## src/uiw_pkg.sv

```systemverilog
// Package with constants for the USB host interrupt and wake control block
package uiw_pkg;
    localparam int          UIW_NUM_EVT      = 8;
    localparam int          UIW_MAP_W        = 32;
    localparam int          UIW_NUM_CAT      = 3;
    localparam int          UIW_NUM_PORT     = 3;
    // Mode control bit positions
    localparam int          UIW_MODE_GIE     = 0;
    localparam int          UIW_MODE_TRIG    = 1;
    localparam int          UIW_MODE_POL     = 2;
    localparam int          UIW_MODE_OC_SEL  = 15;
    localparam logic [15:0] UIW_MODE_RST     = 16'h0000;
    // Edge count register fields
    localparam int          UIW_EDGE_W_LSB   = 0;
    localparam int          UIW_EDGE_W_MSB   = 15;
    localparam int          UIW_EDGE_G_LSB   = 24;
    localparam int          UIW_EDGE_G_MSB   = 31;
    localparam logic [31:0] UIW_EDGE_RST     = 32'h0000_0005;
    // Clock-off count field of power-down control
    localparam int          UIW_PD_CNT_LSB   = 16;
    localparam int          UIW_PD_CNT_MSB   = 31;
    localparam int          UIW_CORE_HZ      = 10_000_000;
    localparam int          UIW_SLOW_HZ      = 100_000;
    localparam int          UIW_SLOW_DIV     = UIW_CORE_HZ / UIW_SLOW_HZ;
    localparam int          UIW_CLKOFF_MS    = 10;
    localparam int          UIW_CLKOFF_MAXMS = 500;
    localparam logic [15:0] UIW_CLKOFF_RST   = 16'(UIW_CLKOFF_MS * UIW_SLOW_HZ / 1000);
    localparam int          UIW_READY_US     = 100;
    localparam int          UIW_READY_CYC    = UIW_READY_US * (UIW_CORE_HZ / 1_000_000);
    localparam logic [7:0]  UIW_READY_DLY    = 8'h0A;
    localparam int          UIW_EVT_READY    = 0;
    localparam int          UIW_EVT_WAKE     = 1;
    localparam int          UIW_EVT_ISO      = 2;
    localparam int          UIW_EVT_INT      = 3;
    localparam int          UIW_EVT_ASYNC    = 4;
    localparam logic [15:0] UIW_ONE16        = 16'h0001;
    localparam logic [7:0]  UIW_ONE8         = 8'h01;
    localparam logic [7:0]  UIW_DIV_LAST     = 8'(UIW_SLOW_DIV - 1);
    typedef enum logic [1:0] {UIW_AWAKE, UIW_SLEEP, UIW_RESUME} uiw_pwr_t;
endpackage : uiw_pkg

```

## src/uiw_irq_wake.sv

```systemverilog
// Interrupt generation, descriptor masks, suspend and wake control
// Contract
// - Disabled event still sets its status bit but never drives the output.
// - Output needs global enable and an enabled pending status bit.
// - Level mode holds output until software clears all enabled pending bits.
// - Edge pulse runs its full width despite a clearing write.
// - Interrupt logic keeps running while main clocks are stopped.
// - Each descriptor category has its own AND and OR masks.
// - Done bit with its OR mask bit set raises an interrupt.
// - Remaining bits interrupt only when every AND-selected done bit is set.
// - Interval mode holds async completions until the timeout expires.
// - Done maps show which descriptors completed when interrupt fires.
// - Each OR-selected completion produces its own interrupt.
// - Suspend stops main clocks; slow clock near 100 kHz keeps running.
// - Resume on attach/detach, chip select, or low wake pin.
// - Wake pin released while suspended; low level starts wake-up.
// - Wake pin low means awake, high means suspended.
// - Resume clock-off counter; run bit before expiry makes resume permanent.
// - Clock-off count field covers delays up to about 655 ms.
// - Clocks-ready event raised after clocks restart following wake.
// - Mode bit 15 selects analog or digital overcurrent detection.
// - Overcurrent drops the port power switch output without software.
// - Writing one to a set status bit clears it.
// - Mode bits 0,1,2: global enable, trigger type, polarity; default level low.
// - Edge pulse width from edge count bits 15..0.
// - Edge count bits 31..24 set least gap between interrupts.
`timescale 1ns/1ps
module uiw_irq_wake
    import uiw_pkg::*;
(
    input  wire logic                                 core_clk,
    input  wire logic                                 rst,
    input  wire logic [15:0]                          mode_ctrl,
    input  wire logic [31:0]                          edge_count,
    input  wire logic [UIW_NUM_EVT-1:0]               irq_enable,
    input  wire logic [UIW_NUM_EVT-1:0]               status_clear,
    input  wire logic [UIW_NUM_EVT-1:0]               ext_event,
    input  wire logic [UIW_NUM_CAT*UIW_MAP_W-1:0]     done_set,
    input  wire logic [UIW_NUM_CAT*UIW_MAP_W-1:0]     done_clear,
    input  wire logic [UIW_NUM_CAT*UIW_MAP_W-1:0]     and_mask,
    input  wire logic [UIW_NUM_CAT*UIW_MAP_W-1:0]     or_mask,
    input  wire logic                                 async_interval_en,
    input  wire logic [15:0]                          async_timeout,
    input  wire logic [31:0]                          power_down_ctrl,
    input  wire logic                                 host_command_run,
    input  wire logic                                 suspend_req,
    input  wire logic                                 port_change,
    input  wire logic                                 chip_select_n,
    input  wire logic                                 sleep_wake_pin_n_in,
    input  wire logic                                 analog_overcurrent,
    input  wire logic [UIW_NUM_PORT-1:0]              port_overcurrent_n,
    input  wire logic [UIW_NUM_PORT-1:0]              port_power_on,
    output logic                                      irq_out,
    output logic [UIW_NUM_EVT-1:0]                    irq_status,
    output logic [UIW_NUM_CAT*UIW_MAP_W-1:0]          done_map,
    output logic                                      main_clk_en,
    output logic                                      slow_tick,
    output logic                                      sleep_wake_pin_n_out,
    output logic                                      sleep_wake_pin_n_oe,
    output logic [UIW_NUM_PORT-1:0]                   port_power_switch_n
);
    // Sync stages for pins
    logic                    wake_s1_ff, wake_s2_ff, cs_s1_ff, cs_s2_ff, pc_s1_ff, pc_s2_ff, aoc_s1_ff, aoc_s2_ff;
    logic [UIW_NUM_PORT-1:0] oc_s1_ff, oc_s2_ff;
    always_ff @(posedge core_clk)
    begin
        wake_s1_ff <= sleep_wake_pin_n_in;
        wake_s2_ff <= wake_s1_ff;
        cs_s1_ff   <= chip_select_n;
        cs_s2_ff   <= cs_s1_ff;
        pc_s1_ff   <= port_change;
        pc_s2_ff   <= pc_s1_ff;
        aoc_s1_ff  <= analog_overcurrent;
        aoc_s2_ff  <= aoc_s1_ff;
        oc_s1_ff   <= port_overcurrent_n;
        oc_s2_ff   <= oc_s1_ff;
    end

    // Slow suspend clock tick, never gated by suspend
    logic [7:0] div_ff;
    wire        tick = (div_ff == UIW_DIV_LAST);
    always_ff @(posedge core_clk)
    begin
        if (rst)
            div_ff <= 8'h00;
        else
            div_ff <= tick ? 8'h00 : div_ff + UIW_ONE8;
    end

    // Power state machine; sleep entry on a tick lets the released wake pin settle before it is sampled
    uiw_pwr_t    pwr_ff, nxt_pwr;
    logic [15:0] clkoff_ff, nxt_clkoff;
    logic [7:0]  rdy_ff;
    logic        wake_evt_ff, rdy_evt_ff;
    wire         wake_src  = ~wake_s2_ff | ~cs_s2_ff | pc_s2_ff;
    // clock-off count field, full 16 bits of slow ticks
    // up to about 655 ms at 10 us per tick
    wire [15:0]  clkoff_ld = power_down_ctrl[UIW_PD_CNT_MSB:UIW_PD_CNT_LSB];
    always_comb
    begin
        nxt_pwr    = pwr_ff;
        nxt_clkoff = clkoff_ff;
        case (pwr_ff)
            UIW_AWAKE:
                if (suspend_req && tick)
                    nxt_pwr = UIW_SLEEP;
            UIW_SLEEP:
                if (tick && wake_src)
                begin
                    nxt_pwr    = UIW_RESUME;
                    nxt_clkoff = clkoff_ld;
                end
            UIW_RESUME:
                if (host_command_run)
                    nxt_pwr = UIW_AWAKE;
                else if (tick)
                begin
                    if (clkoff_ff <= UIW_ONE16)
                        nxt_pwr = UIW_SLEEP;
                    nxt_clkoff = clkoff_ff - UIW_ONE16;
                end
            default:
                nxt_pwr = UIW_AWAKE;
        endcase
    end
    always_ff @(posedge core_clk)
    begin
        if (rst)
        begin
            pwr_ff      <= UIW_AWAKE;
            clkoff_ff   <= UIW_CLKOFF_RST;
            rdy_ff      <= 8'h00;
            wake_evt_ff <= 1'b0;
            rdy_evt_ff  <= 1'b0;
        end
        else
        begin
            pwr_ff      <= nxt_pwr;
            clkoff_ff   <= nxt_clkoff;
            wake_evt_ff <= (pwr_ff == UIW_SLEEP) && (nxt_pwr == UIW_RESUME);
            // clocks-ready event a short delay after restart
            rdy_ff      <= wake_evt_ff ? UIW_READY_DLY : (rdy_ff != 8'h00 ? rdy_ff - UIW_ONE8 : 8'h00);
            rdy_evt_ff  <= (rdy_ff == UIW_ONE8);
        end
    end

    // Descriptor done maps and mask evaluation
    logic [UIW_NUM_CAT*UIW_MAP_W-1:0] done_ff;
    logic [UIW_NUM_CAT*UIW_MAP_W-1:0] seen_ff;
    logic [UIW_NUM_CAT-1:0]           and_hit_ff;
    logic [UIW_NUM_CAT-1:0]           cat_evt;
    genvar c;
    generate
        for (c = 0; c < UIW_NUM_CAT; c++)
        begin : g_cat
            wire [UIW_MAP_W-1:0] dn  = done_ff[c*UIW_MAP_W +: UIW_MAP_W];
            wire [UIW_MAP_W-1:0] om  = or_mask[c*UIW_MAP_W +: UIW_MAP_W];
            wire [UIW_MAP_W-1:0] am  = and_mask[c*UIW_MAP_W +: UIW_MAP_W];
            wire [UIW_MAP_W-1:0] sn  = seen_ff[c*UIW_MAP_W +: UIW_MAP_W];
            wire                 or_hit  = |(dn & om & ~sn);
            // AND condition on bits outside the OR mask
            wire [UIW_MAP_W-1:0] am_eff  = am & ~om;
            wire                 and_now = (am_eff != '0) && ((dn & am_eff) == am_eff);
            assign cat_evt[c] = or_hit | (and_now & ~and_hit_ff[c]);
            always_ff @(posedge core_clk)
            begin
                if (rst)
                    and_hit_ff[c] <= 1'b0;
                else
                    and_hit_ff[c] <= and_now;
            end
        end
    endgenerate
    always_ff @(posedge core_clk)
    begin
        if (rst)
        begin
            done_ff <= '0;
            seen_ff <= '0;
        end
        else
        begin
            // done bits hold until cleared, set wins
            done_ff <= (done_ff & ~done_clear) | done_set;
            seen_ff <= (seen_ff | done_ff) & ~done_clear & ~done_set;
        end
    end

    // async interval holds completions until timeout
    logic [15:0] atmo_ff;
    logic        apend_ff;
    wire         atmo_exp = (atmo_ff == 16'h0000);
    wire         async_evt = async_interval_en ? (atmo_exp & (apend_ff | cat_evt[2])) : cat_evt[2];
    always_ff @(posedge core_clk)
    begin
        if (rst)
        begin
            atmo_ff  <= 16'h0000;
            apend_ff <= 1'b0;
        end
        else
        begin
            atmo_ff  <= (atmo_exp || !async_interval_en) ? async_timeout : atmo_ff - UIW_ONE16;
            apend_ff <= async_interval_en && !atmo_exp && (apend_ff | cat_evt[2]);
        end
    end

    // Event status register
    logic [UIW_NUM_EVT-1:0] evt_vec;
    always_comb
    begin
        evt_vec                = ext_event;
        evt_vec[UIW_EVT_READY] = ext_event[UIW_EVT_READY] | rdy_evt_ff;
        evt_vec[UIW_EVT_WAKE]  = ext_event[UIW_EVT_WAKE] | wake_evt_ff;
        evt_vec[UIW_EVT_ISO]   = ext_event[UIW_EVT_ISO] | cat_evt[0];
        evt_vec[UIW_EVT_INT]   = ext_event[UIW_EVT_INT] | cat_evt[1];
        evt_vec[UIW_EVT_ASYNC] = ext_event[UIW_EVT_ASYNC] | async_evt;
    end
    logic [UIW_NUM_EVT-1:0] stat_ff;
    always_ff @(posedge core_clk)
    begin
        if (rst)
            stat_ff <= '0;
        else
            // status set regardless of enable, write-one clears, set wins
            stat_ff <= (stat_ff & ~status_clear) | evt_vec;
    end

    wire        gie      = mode_ctrl[UIW_MODE_GIE];
    wire        edge_md  = mode_ctrl[UIW_MODE_TRIG];
    wire        pol_high = mode_ctrl[UIW_MODE_POL];
    wire        pend     = gie && |(stat_ff & irq_enable);
    wire        new_pend = gie && |(evt_vec & irq_enable);
    wire [15:0] pw       = edge_count[UIW_EDGE_W_MSB:UIW_EDGE_W_LSB];
    wire [7:0]  gap      = edge_count[UIW_EDGE_G_MSB:UIW_EDGE_G_LSB];

    logic [15:0] pulse_ff;
    logic [7:0]  gap_ff;
    logic        hold_ff;
    wire         pulse_on = (pulse_ff != 16'h0000);
    wire         start    = edge_md && (new_pend || hold_ff) && !pulse_on && (gap_ff == 8'h00);
    always_ff @(posedge core_clk)
    begin
        if (rst)
        begin
            pulse_ff <= 16'h0000;
            gap_ff   <= 8'h00;
            hold_ff  <= 1'b0;
        end
        else
        begin
            pulse_ff <= start ? ((pw == 16'h0000) ? UIW_ONE16 : pw) : (pulse_on ? pulse_ff - UIW_ONE16 : 16'h0000);
            gap_ff   <= (pulse_ff == UIW_ONE16) ? gap : ((gap_ff != 8'h00 && !pulse_on) ? gap_ff - UIW_ONE8 : gap_ff);
            hold_ff  <= edge_md && !start && (hold_ff || (new_pend && (pulse_on || gap_ff != 8'h00)));
        end
    end

    // level follows pending status; tick logic never gated
    wire irq_act = edge_md ? (start || (pulse_on && pulse_ff != UIW_ONE16)) : pend;

    wire [UIW_NUM_PORT-1:0] oc_hit = mode_ctrl[UIW_MODE_OC_SEL] ? ~oc_s2_ff : {UIW_NUM_PORT{aoc_s2_ff}};
    logic [UIW_NUM_PORT-1:0] oc_latch_ff;
    always_ff @(posedge core_clk)
    begin
        if (rst)
        begin
            irq_out              <= 1'b0;
            irq_status           <= '0;
            done_map             <= '0;
            main_clk_en          <= 1'b1;
            slow_tick            <= 1'b0;
            sleep_wake_pin_n_out <= 1'b0;
            sleep_wake_pin_n_oe  <= 1'b1;
            port_power_switch_n  <= '1;
            oc_latch_ff          <= '0;
        end
        else
        begin
            irq_out              <= irq_act ^ ~pol_high;
            irq_status           <= stat_ff;
            done_map             <= done_ff;
            // main clocks off only while asleep
            main_clk_en          <= (nxt_pwr != UIW_SLEEP);
            slow_tick            <= tick;
            // drive low when awake, release when asleep
            sleep_wake_pin_n_out <= 1'b0;
            sleep_wake_pin_n_oe  <= (nxt_pwr != UIW_SLEEP);
            oc_latch_ff          <= (oc_latch_ff & port_power_on) | oc_hit;
            port_power_switch_n  <= ~(port_power_on & ~oc_latch_ff & ~oc_hit);
        end
    end
endmodule : uiw_irq_wake

```

## config.mk

```make
export PLATFORM = sky130hd
export DESIGN_NAME = uiw_irq_wake
export DESIGN_NICKNAME = d
export VERILOG_FILES = /design/src/uiw_pkg.sv /design/src/uiw_irq_wake.sv
export SDC_FILE = /design/constraint.sdc
export NUM_CORES = 1
export LEC_CHECK = 0
export BUFFER_PORTS_ARGS = -buffer_cell sky130_fd_sc_hd__buf_2
export CORE_AREA = 5 5 240 242
export DETAILED_ROUTE_END_ITERATION = 10
export DIE_AREA = 0 0 245 247
export GPL_TIMING_DRIVEN = 0
export PLACE_DENSITY = 0.52
export SETUP_SLACK_MARGIN = 0.5
export SYNTH_ARGS = -nofsm -noshare
export SYNTH_HDL_FRONTEND = slang
export SYNTH_SLANG_ARGS = --single-unit
```

## constraint.sdc

```tcl
create_clock -name core_clk -period 3.4 [get_ports core_clk]
set_input_delay 1.02 -clock core_clk [delete_from_list [all_inputs] [get_ports core_clk]]
set_output_delay 1.02 -clock core_clk [all_outputs]
set_load 0.02 [all_outputs]
```

# Word-level counts from Yosys, hierarchy flattened
# Cells that the tools add are included.
# word_totals
latch_bits	0
ff_bits	408
mem_bits_ro	0
ramBits	0
n_memories	0
wordCells	185
input_bits	519
# classes
n_div	0
addsub	6
multipliers	0
eq_ne	14
shifts	0
reduce_logical	47
order_cmp	1
n_bitwise	61
mux	21
# ops
cell	n
$and A32 B32 Y32	12
$and A96 B96 Y96	3
$not A32 Y32	6
$not A96 Y96	2
$or A96 B96 Y96	2
$mux W16	7
$eq A32 B32 Y1	3
$reduce_bool A32 Y1	3
$reduce_or A32 Y1	3
$sub A16 B1 Y16 const B	3
$logic_not A16 Y1	2
$pmux W16 S2	1
$and A8 B8 Y8	3
$logic_and A1 B1 Y1	18
$eq A16 B1 Y1 const B	1
$le A16 B1 Y1 const B	1
$mux W8	2
$ne A16 B1 Y1 const B	1
$reduce_bool A16 Y1	1
$reduce_bool A8 Y1	2
$reduce_or A8 Y1	2
$sub A8 B1 Y8 const B	2
$not A3 Y3	4
$or A1 B1 Y1	11
27 further kinds	55

# Longest topological paths before layout
# Gate-level depths: netlist of run 1.
# logic_depth
ltp_word	21
ltp_mapped	11
ltp_nobuf	10

# Worst setup path before layout of run 1
# Ideal clock, no wire load.
# synth_path
path_type	input port to flip-flop
start	input or_mask[50]
end	register pulse_ff[10]
t_required_ns	3.259
t_arrival_ns	2.890
slack_ns	0.370
stages	9
cell_sequence	or3b_2 o2111ai_1 nor3_1 and4b_1 a311oi_1 o21ai_0 o311ai_4 buf_6 o32ai_4
# synth_between
elab_chain_len	16
# synth_lines
item	line_no	text
from (decl)	uiw_irq_wake.sv:41	input wire logic [UIW_NUM_CAT*UIW_MAP_W-1:0] or_mask,
$not A32 Y32	uiw_irq_wake.sv:162	wire [UIW_MAP_W-1:0] am_eff = am & ~om;
$and A32 B32 Y32	uiw_irq_wake.sv:162	
$and A32 B32 Y32	uiw_irq_wake.sv:163	wire and_now = (am_eff != '0) && ((dn & am_eff) == am_eff);
$eq A32 B32 Y1	uiw_irq_wake.sv:163	
$logic_and A1 B1 Y1	uiw_irq_wake.sv:163	
$and A1 B1 Y1	uiw_irq_wake.sv:164	assign cat_evt[c] = or_hit | (and_now & ~and_hit_ff[c]);
$or A1 B1 Y1 *	uiw_irq_wake.sv:164	
$or A1 B1 Y1 *	uiw_irq_wake.sv:216	evt_vec[UIW_EVT_INT] = ext_event[UIW_EVT_INT] | cat_evt[1];
$and A8 B8 Y8 *	uiw_irq_wake.sv:233	wire new_pend = gie && |(evt_vec & irq_enable);
$reduce_or A8 Y1 *	uiw_irq_wake.sv:233	
$logic_and A1 B1 Y1 *	uiw_irq_wake.sv:233	
$logic_or A1 B1 Y1 *	uiw_irq_wake.sv:241	wire start = edge_md && (new_pend || hold_ff) && !pulse_on && (gap_ff == 8'h00);
$logic_and A1 B1 Y1 * (3 in a row)	uiw_irq_wake.sv:241	
$mux W16 *	uiw_irq_wake.sv:252	pulse_ff <= start ? ((pw == 16'h0000) ? UIW_ONE16 : pw) : (pulse_on ? pulse_ff - UIW_ONE16 : 16'h0000);
to (signal assigned)	uiw_irq_wake.sv:252	
to (decl)	uiw_irq_wake.sv:237	logic [15:0] pulse_ff;
# Every way passes the cells marked *; elsewhere a longest branch is shown, timed or not.
# A chain may end at the register's enable or synchronous reset.

# Worst setup path in the final report of run 1
# layout_path
start	input or_mask[0]
end	register pulse_ff[10]
# layout_between
elab_chain_len	16
# layout_lines
item	line_no	text
$not A32 Y32	uiw_irq_wake.sv:162	
$and A32 B32 Y32	uiw_irq_wake.sv:162	
$and A32 B32 Y32	uiw_irq_wake.sv:163	
$eq A32 B32 Y1	uiw_irq_wake.sv:163	
$logic_and A1 B1 Y1	uiw_irq_wake.sv:163	
$and A1 B1 Y1	uiw_irq_wake.sv:164	
$or A1 B1 Y1 *	uiw_irq_wake.sv:164	
$or A1 B1 Y1 *	uiw_irq_wake.sv:215	evt_vec[UIW_EVT_ISO] = ext_event[UIW_EVT_ISO] | cat_evt[0];
$and A8 B8 Y8 *	uiw_irq_wake.sv:233	
$reduce_or A8 Y1 *	uiw_irq_wake.sv:233	
$logic_and A1 B1 Y1 *	uiw_irq_wake.sv:233	
$logic_or A1 B1 Y1 *	uiw_irq_wake.sv:241	
$logic_and A1 B1 Y1 * (3 in a row)	uiw_irq_wake.sv:241	
$mux W16 *	uiw_irq_wake.sv:252	
# Marked as above.

==> flow_summary.json, run 1 <==
{
  "path_cells": "buf_2 -> nand2b_1 -> o2111ai_1 -> nor4_2 -> a21oi_1 -> a211oi_4 -> buf_6 -> nor2b_4 -> o311ai_4 -> buf_6 -> o32ai_4",
  "instances_no_fill": 3316,
  "clk_pin_slew_ns": 0.06,
  "startpoint": "or_mask[0]",
  "cp_data_arrival_time_ns": 3.29,
  "syn_inst": 1908,
  "rsz0062_at_grt": "true",
  "clockRootBuffer": "clkbuf_16",
  "yosysTopAreaCell": "dfxtp_1",
  "slowest_delay_ns": 0.51,
  "synthArstFlopShare": 0,
  "r2r_cells": 11,
  "power.density_nw_per_um2": 585,
  "post-route-drc-count": 0,
  "fin_worst_skew_ns": 0.0231,
  "post-route-util": 0.402,
  "wl_met2_um": 34800,
  "gr-usage-all-layers": 0.231,
  "htree_levels": 2,
  "wire_per_inst_um": 22.2,
  "final_nets": 3092,
  "fillCellCount": 5677,
  "gp_congestion": 0.975,
  "end_kind": "flip-flop",
  "tritoncts": "done",
  "ys_seq_elements": 408,
  "dieArea_sq_um": 60500,
  "critPathKind": "input pin to flip-flop",
  "grt_pass1_wl_um": 105000,
  "cp_num_buf_inv": 3,
  "route.met3.wl_um": 5210,
  "maxCapViolCount": 0,
  "fin_ws_ns": 0.518,
  "peakVddDrop_v": 0.000347,
  "cp_slowest_cell": "o311ai_4",
  "syn_avg_cell_area_sq_um": 8.51,
  "fp.dieW_um": 245,
  "overflow": 0,
  "num_rows": 86,
  "grt_pass1_vias": 16463,
  "max_slew.worst_pin.slew_ns": 1.15,
  "drt-vias-per-instance": 4.97,
  "synthFlopType": "dfxtp_1",
  "ys_seq_area_frac": 0.503,
  "endpoint": "pulse_ff[10]",
  "syn_nets": 2437,
  "worstReg2RegEnd": "pulse_ff[10]",
  "yosysWarnings": 0,
  "detail-route-antenna-nets": 0,
  "fmax_mhz": 347,
  "critPathTopFamily": "compound AO/OA/AOI/OAI gates",
  "routed.top_layer": "met5",
  "drv_slew": 0,
  "coreArea_sq_um": 54900,
  "slew_headroom": 0.235,
  "period_minus_slack_ns": 2.88,
  "cts_num_sinks": 408,
  "cts_buffers": 47,
  "synth.distinct_cells": 70,
  "placedCellCount": 3204,
  "vias": 16486,
  "worstPathRequired_ns": 3.81,
  "wl_met1_um": 31400,
  "finalSetupTns_ns": 0,
  "clock_latency_ns": 0.57,
  "status": "completed",
  "drt_iter0_markers": 1131,
  "pin_count": 631,
  "cp-start-kind": "input pin",
  "hpwlAfterDp_um": 60100,
  "wl_um": 73700,
  "port_buffers": 592,
  "finalHoldViolCount": 0,
  "firstDrtPassIters": 5,
  "synth_area_sq_um": 16200,
  "die_h_um": 247,
  "reg2reg_slack_ns": 0.54,
  "critPathMaxFanout": 5,
  "preCtsSetupSlack_ns": -0.454,
  "drive_gt1_frac": 0.286,
  "syn_to_final_growth_pct": 35.9,
  "worst-path-stages": 11,
  "finalSetupViolCount": 0,
  "initial_core_util": 0.296,
  "finalCritPeriodShare": 0.848,
  "antenna_found_initial": 26,
  "hold_path.class": "flip-flop to flip-flop",
  "synthTopCellsByArea": "dfxtp_1 50%, nor2_1 6.9%, nor4_1 4.8%",
  "grt_max_degree": 13,
  "synth_top_area_share": 0.503,
  "crit_top_cell": "buf_6",
  "p_leak_nw": 9.83,
  "synth_edf_count": 0,
  "cts_max_path_buffers": 3,
  "rr_startpoint": "atmo_ff[0]"
}
worst min path at each step:
| stage | from | endpoint | depth (start not counted) |
|---|---|---|---|
| after floorplan | aoc_s1_ff | aoc_s2_ff | 0 |
| after detailed placement | cs_s1_ff | cs_s2_ff | 0 |
| final | cs_s1_ff | cs_s2_ff | 0 |
| after CTS | cs_s1_ff | cs_s2_ff | 0 |
| after global routing | pc_s1_ff | pc_s2_ff | 0 |
| after global placement | oc_s1_ff[1] | oc_s2_ff[1] | 0 |
per-stage QoR:
step / power (mW) / hold slack, ns / cell area [sq um]
final: 12.9 / 0.325 / 22100
after global routing: 13.5 / 0.337 / 22100
after CTS: 13.0 / 0.325 / 21800
after detailed placement: 7.53 / 0.312 / 20100
after global placement: 7.49 / 0.311 / 20100
after floorplan: 6.63 / 0.310 / 16300
flip-flops by register name, summed over array words and instances (netlist names), 2 cells and up:
name,count
and_hit_ff,3
div_ff,8
pulse_ff,16
atmo_ff,16
port_power_switch_n,3
pwr_ff,2
rdy_ff,8
stat_ff,8
oc_s1_ff,3
gap_ff,8
clkoff_ff,16
irq_status,8
done_map,96
seen_ff,96
oc_latch_ff,3
oc_s2_ff,3
done_ff,96
area by class of cell:
type	count	area [sq um]	share of cell area
Timing Repair Buffer	606	3090	0.140
Clock buffer	70	1400	0.0632
Sequential cell	408	8170	0.370
Clock inverter	15	255	0.0116
Antenna cell	13	32.5	0.00147
Multi-Input combinational cell	1282	7410	0.336
Inverter	158	593	0.0269
Buffer	60	248	0.0112
Tap cell	704	881	0.0399
kinds of logic (layout without fill, tap and decap cells):
kind of cell | after synthesis | after routing | share of synthesized area
AOI/OAI and AO/OA | 343 | 343 | 0.137
xor gates and xnor gates | 39 | 39 | 0.0210
adders and majority gates | 10 | 10 | 0.00770
buffers and inverters | 218 | 909 | 0.0513
DFF | 408 | 408 | 0.503
muxes | 1 | 1 | 0.000616
other | 1 | 14 | 0.000231
and+or+nand+nor | 888 | 888 | 0.280
metal layers:
layer / global-route usage / up-vias
met1: 0.291 / 7804
met3: 0.0565 / 133
met2: 0.389 / 589
met5: 0 / -
met4: 0.0764 / 26
li1: - / 7934
cells in the final DEF, fill, tap and decap left out, types with 21 or more instances in the layout:
cell type  Yosys  routed
o22ai_1       85      85
clkbuf_1      57      63
xnor2_1       25      25
nand2b_1      81      73
dfxtp_1      408     407
inv_1        158     158
buf_2          0     591
a21oi_1      134     134
o21ai_0       23      22
nor2_1       300     299
nor2b_1      109     108
a211oi_1      22      21
nor4_1       125     123
clkbuf_16      0      49
nand2_1      131     131
nor3_1        31      31
power breakdown:
| group | switching [mW] | internal (mW) | total, mW |
|---|---|---|---|
| clock | 2.05 | 3.36 | 5.41 |
| combinational | 1.20 | 0.922 | 2.12 |
| sequential | 0.285 | 5.10 | 5.38 |
| total | 3.54 | 9.38 | 12.9 |
timing repair:
action	4_1_cts	5_1_grt
endpoints found under the setup margin	106	30
pin swaps	4	8
hold buffers	0	0
resized for setup	5	35
buffers inserted	4	9
gates cloned	0	1
synth_stat cells, drive strengths merged (13+ instances only):
master,number
dfxtp,408
nor2,300
inv,158
a21oi,134
nand2,131
nor4,126
nor2b,109
o22ai,85
nand2b,81
clkbuf,57
nor3,31
xnor2,25
o21ai,24
a211oi,22
o2111ai,18
nand3,17
nand4,15
nand3b,14
xor2,14
or3b,13
Power figures use the tool's default switching activity.
==> inputs of run 2 (changes only) <==
--- a/config.mk
+++ b/config.mk
@@ -5,12 +5,13 @@
 export SDC_FILE = /design/constraint.sdc
 export NUM_CORES = 1
 export LEC_CHECK = 0
+export ABC_AREA = 1
 export BUFFER_PORTS_ARGS = -buffer_cell sky130_fd_sc_hd__buf_2
-export CORE_AREA = 5 5 240 242
+export CORE_AREA = 5 5 245 247
 export DETAILED_ROUTE_END_ITERATION = 10
-export DIE_AREA = 0 0 245 247
+export DIE_AREA = 0 0 250 252
 export GPL_TIMING_DRIVEN = 0
-export PLACE_DENSITY = 0.52
+export PLACE_DENSITY = 0.51
 export SETUP_SLACK_MARGIN = 0.5
 export SYNTH_ARGS = -nofsm -noshare
 export SYNTH_HDL_FRONTEND = slang
==> constraint.sdc (replaced) <==
create_clock -name core_clk -period 2.8 [get_ports core_clk]
set_input_delay 0.84 -clock core_clk [delete_from_list [all_inputs] [get_ports core_clk]]
set_output_delay 0.84 -clock core_clk [all_outputs]
set_load 0.02 [all_outputs]
==> run 2 against run 1 <==
  * Wire length fell by 5.2%
  * Final cell count rose by 15%
  * Worst hold slack hardly changed
  * Utilization shrank 0.18 points
  * Power rose by 26%
  * Non-clock buffer count shrank 7
  * Area after synthesis rose by 4.1%
  * Via count increased by 7.1%
  * Sequential share of layout area decreased by 1.4 points
  * First-iteration DRC count decreased by 17%
  * Critical path type unchanged
  * Critical endpoint is now pulse_ff[0]
  * Largest power group is now sequential cells
  * Highest routed layer unchanged
==> flow_summary.json, run 2 <==
{
  "status": "completed",
  "mostFrequentLayoutCells": "661 x nor2_1, 592 x buf_2, 398 x dfxtp_1",
  "slew_headroom": 0.335,
  "htree_levels": 2,
  "holdWs_ns": 0.326,
  "swShare": 0.303,
  "mostFrequentLayoutCell": "nor2_1",
  "hpwlAfterDp_um": 56800,
  "worstPathRequired_ns": 3.25,
  "synthTopCellsByArea": "dfxtp_1 48%, nor2_1 15%, nand2_1 7.6%",
  "yosysTopAreaCell": "dfxtp_1",
  "num_rows": 88,
  "syn_inst": 2360,
  "p_int_mw": 11.3,
  "rsz0062_at_grt": "true",
  "firstDrtPassIters": 5,
  "overflow": 0,
  "fin_worst_skew_ns": 0.0191,
  "finalCritPeriodShare": 0.847,
  "synthArstFlopShare": 0,
  "synth_area_sq_um": 16900,
  "critPathKind": "input pin to flip-flop",
  "worst-path-stages": 20,
  "clk_pin_slew_ns": 0.06,
  "reg.largest.list": "done_ff (96), done_map (96), seen_ff (96)",
  "post-route-drc-count": 0,
  "synth.distinct_cells": 57,
  "grt_pass1_wl_um": 103000,
  "period_minus_slack_ns": 2.37,
  "cts_buffers": 47,
  "critPathTopFamily": "simple AND/OR/NAND/NOR gates",
  "yosysWarnings": 0,
  "finalHoldViolCount": 0,
  "ys_seq_area_frac": 0.483,
  "crit_top_cell": "nand2_2",
  "seqPwrFrac": 0.399,
  "r2r_cells": 19,
  "drt_iter0_markers": 939,
  "grt_pass1_vias": 17758,
  "grt_max_degree": 13,
  "dieArea_sq_um": 63000,
  "power.density_nw_per_um2": 709,
  "maxCapViolCount": 0,
  "syn_nets": 2889,
  "end_kind": "flip-flop",
  "fmax_mhz": 422,
  "cts_num_sinks": 408,
  "antenna_found_initial": 16,
  "coreArea_sq_um": 57400,
  "ctsHoldBuffers": 0,
  "detail-route-antenna-nets": 0,
  "p_clk_frac": 0.383,
  "vias": 17657,
  "clockRootBuffer": "clkbuf_16",
  "cp_slowest_cell": "nor2_2",
  "wl_um": 69900,
  "synth_top_area_share": 0.483,
  "design_area_sq_um": 23000,
  "gp_congestion": 0.957,
  "fp.dieW_um": 250,
  "drt-vias-per-instance": 4.62,
  "synth_edf_count": 0,
  "pin_count": 631,
  "path_cells": "buf_2 -> inv_2 -> nor3_2 -> nor2_2 -> nand2_1 -> nor2_2 -> nand3_1 -> nor2_1 -> nand2_2 -> nand2_2 -> nand2_4 -> nor2_4 -> nand2_2 -> nand2_2 -> nand2_4 -> buf_6 -> nand2_8 -> clkinv_8 -> a21oi_2 -> nor2_1",
  "final_nets": 3545,
  "hold_path.class": "flip-flop to flip-flop",
  "slowest_delay_ns": 0.17,
  "max_slew.worst_pin.slew_ns": 0.997,
  "dpl_cell_area_sq_um": 20800,
  "clock_latency_ns": 0.57,
  "p_comb_frac": 0.218,
  "tritoncts": "done",
  "cp-start-kind": "input pin",
  "gr-usage-all-layers": 0.210,
  "synthMostInstantiatedCell": "nor2_1",
  "min_path_cells": 0,
  "syn_avg_cell_area_sq_um": 7.16,
  "wire_per_inst_um": 18.3,
  "ys_seq_elements": 408,
  "cp_num_buf_inv": 4,
  "fillCellCount": 6051,
  "cp_data_arrival_time_ns": 2.83,
  "cts_max_path_buffers": 3,
  "die_h_um": 252,
  "drv_slew": 0,
  "peakVddDrop_v": 0.000451,
  "power.switching_mw": 4.94,
  "synth_common_cells": "690 x nor2_1, 408 x dfxtp_1, 341 x nand2_1",
  "drive_gt1_frac": 0.281,
  "critPathMaxFanout": 8,
  "synthFlopType": "dfxtp_1",
  "initial_core_util": 0.295,
  "p_leak_nw": 11.0,
  "finalSetupViolCount": 0,
  "port_buffers": 593,
  "syn_to_final_growth_pct": 35.8
}
-- run 2: changes by cell type after synthesis, moves of 18 or more --
| cell | change |
|---|---|
| nor2_1 | +390 |
| nand2_1 | +210 |
| inv_1 | +113 |
| nor2b_1 | -109 |
| a21oi_1 | -95 |
| nand2b_1 | -81 |
| nand3_1 | +78 |
| o22ai_1 | -76 |
| o21ai_0 | +60 |
| nor3_1 | +31 |
| nor4_1 | -24 |
| inv_2 | +21 |
| o2111ai_1 | -18 |
-- run 2: per-layer routing --
metal,vias to the layer above,global-route usage,part of all wire
met5,-,0,0.00049
met1,8074,0.251,0.41
li1,8856,-,-
met3,125,0.0474,0.071
met4,4,0.0694,0.031
met2,598,0.375,0.49
-- run 2: worst reg2reg max path, cell delays in order (launching register included) --
cell and delay (ns):
dfxtp_2 0.33, inv_2 0.07, nor3_2 0.04, nor2_2 0.17, nand2_1 0.09, nor2_2 0.14
nand3_1 0.10, nor2_1 0.14, nand2_2 0.15, nand2_2 0.12, nand2_4 0.08, nor2_4 0.11
nand2_2 0.06, nand2_2 0.08, nand2_4 0.07, buf_6 0.13, nand2_8 0.10, clkinv_8 0.09
a21oi_2 0.10, nor2_1 0.05
-- run 2: power groups by stage --
| stage | Combinational (mW) | Clock, mW | Sequential, mW |
|---|---|---|---|
| 6_report | 3.55 | 6.23 | 6.50 |
| 5_1_grt | 3.97 | 6.62 | 6.55 |
| 4_1_cts | 3.42 | 6.42 | 6.50 |
| 3_5_place_dp | 3.28 | 0 | 6.62 |
| 3_3_place_gp | 3.23 | 0 | 6.61 |
| 2_1_floorplan | 2.06 | 0 | 6.66 |
-- run 2: area by class of cell --
type / instances / area (sq um) / share of cell area
Timing Repair Buffer: 606 / 3110 / 0.135
Inverter: 295 / 1130 / 0.0494
Antenna cell: 12 / 30.0 / 0.00131
Clock buffer: 65 / 1400 / 0.0608
Buffer: 53 / 233 / 0.0101
Sequential cell: 408 / 8180 / 0.356
Tap cell: 765 / 957 / 0.0417
Clock inverter: 16 / 164 / 0.00714
Multi-Input combinational cell: 1605 / 7760 / 0.338
-- run 2: cell families (layout without fill, tap and decap cells) --
family	count (synthesis)	after routing	share of synthesized area
other	1	13	0.000222
adders and majority gates	10	10	0.00740
DFF	408	408	0.483
and+or+nand+nor	1369	1370	0.349
xor gates and xnor gates	30	30	0.0155
AOI/OAI and AO/OA	194	194	0.0668
buffers and inverters	348	1035	0.0782
-- run 2: final timing paths --
| check | startpoint | to | slack [ns] |
|---|---|---|---|
| worst max register to register | done_ff[61] | pulse_ff[0] | 0.47 |
| worst min-delay path | wake_s1_ff | wake_s2_ff | 0.33 |
| worst max-delay path | or_mask[61] | pulse_ff[0] | 0.43 |
| worst min register to register | wake_s1_ff | wake_s2_ff | 0.33 |
-- run 2: per-stage QoR --
step           TNS, ns  setup WS (ns)  instances  utilization  total power [mW]
6_report             0          0.429       3825        0.400              16.3
3_3_place_gp    -57.65         -0.722       3718        0.363              9.84
5_1_grt              0          0.390       3821        0.400              17.1
4_1_cts              0          0.415       3807        0.394              16.3
2_1_floorplan        0          0.588       2360            -              8.72
3_5_place_dp    -52.35         -0.713       3718        0.363              9.90
-- run 2: timing repair --
item | CTS | global route
gates resized for setup | 67 | 90
pin swaps | 24 | 40
endpoints found under the setup margin | 156 | 47
buffers inserted | 7 | 6
gates cloned | 1 | 0
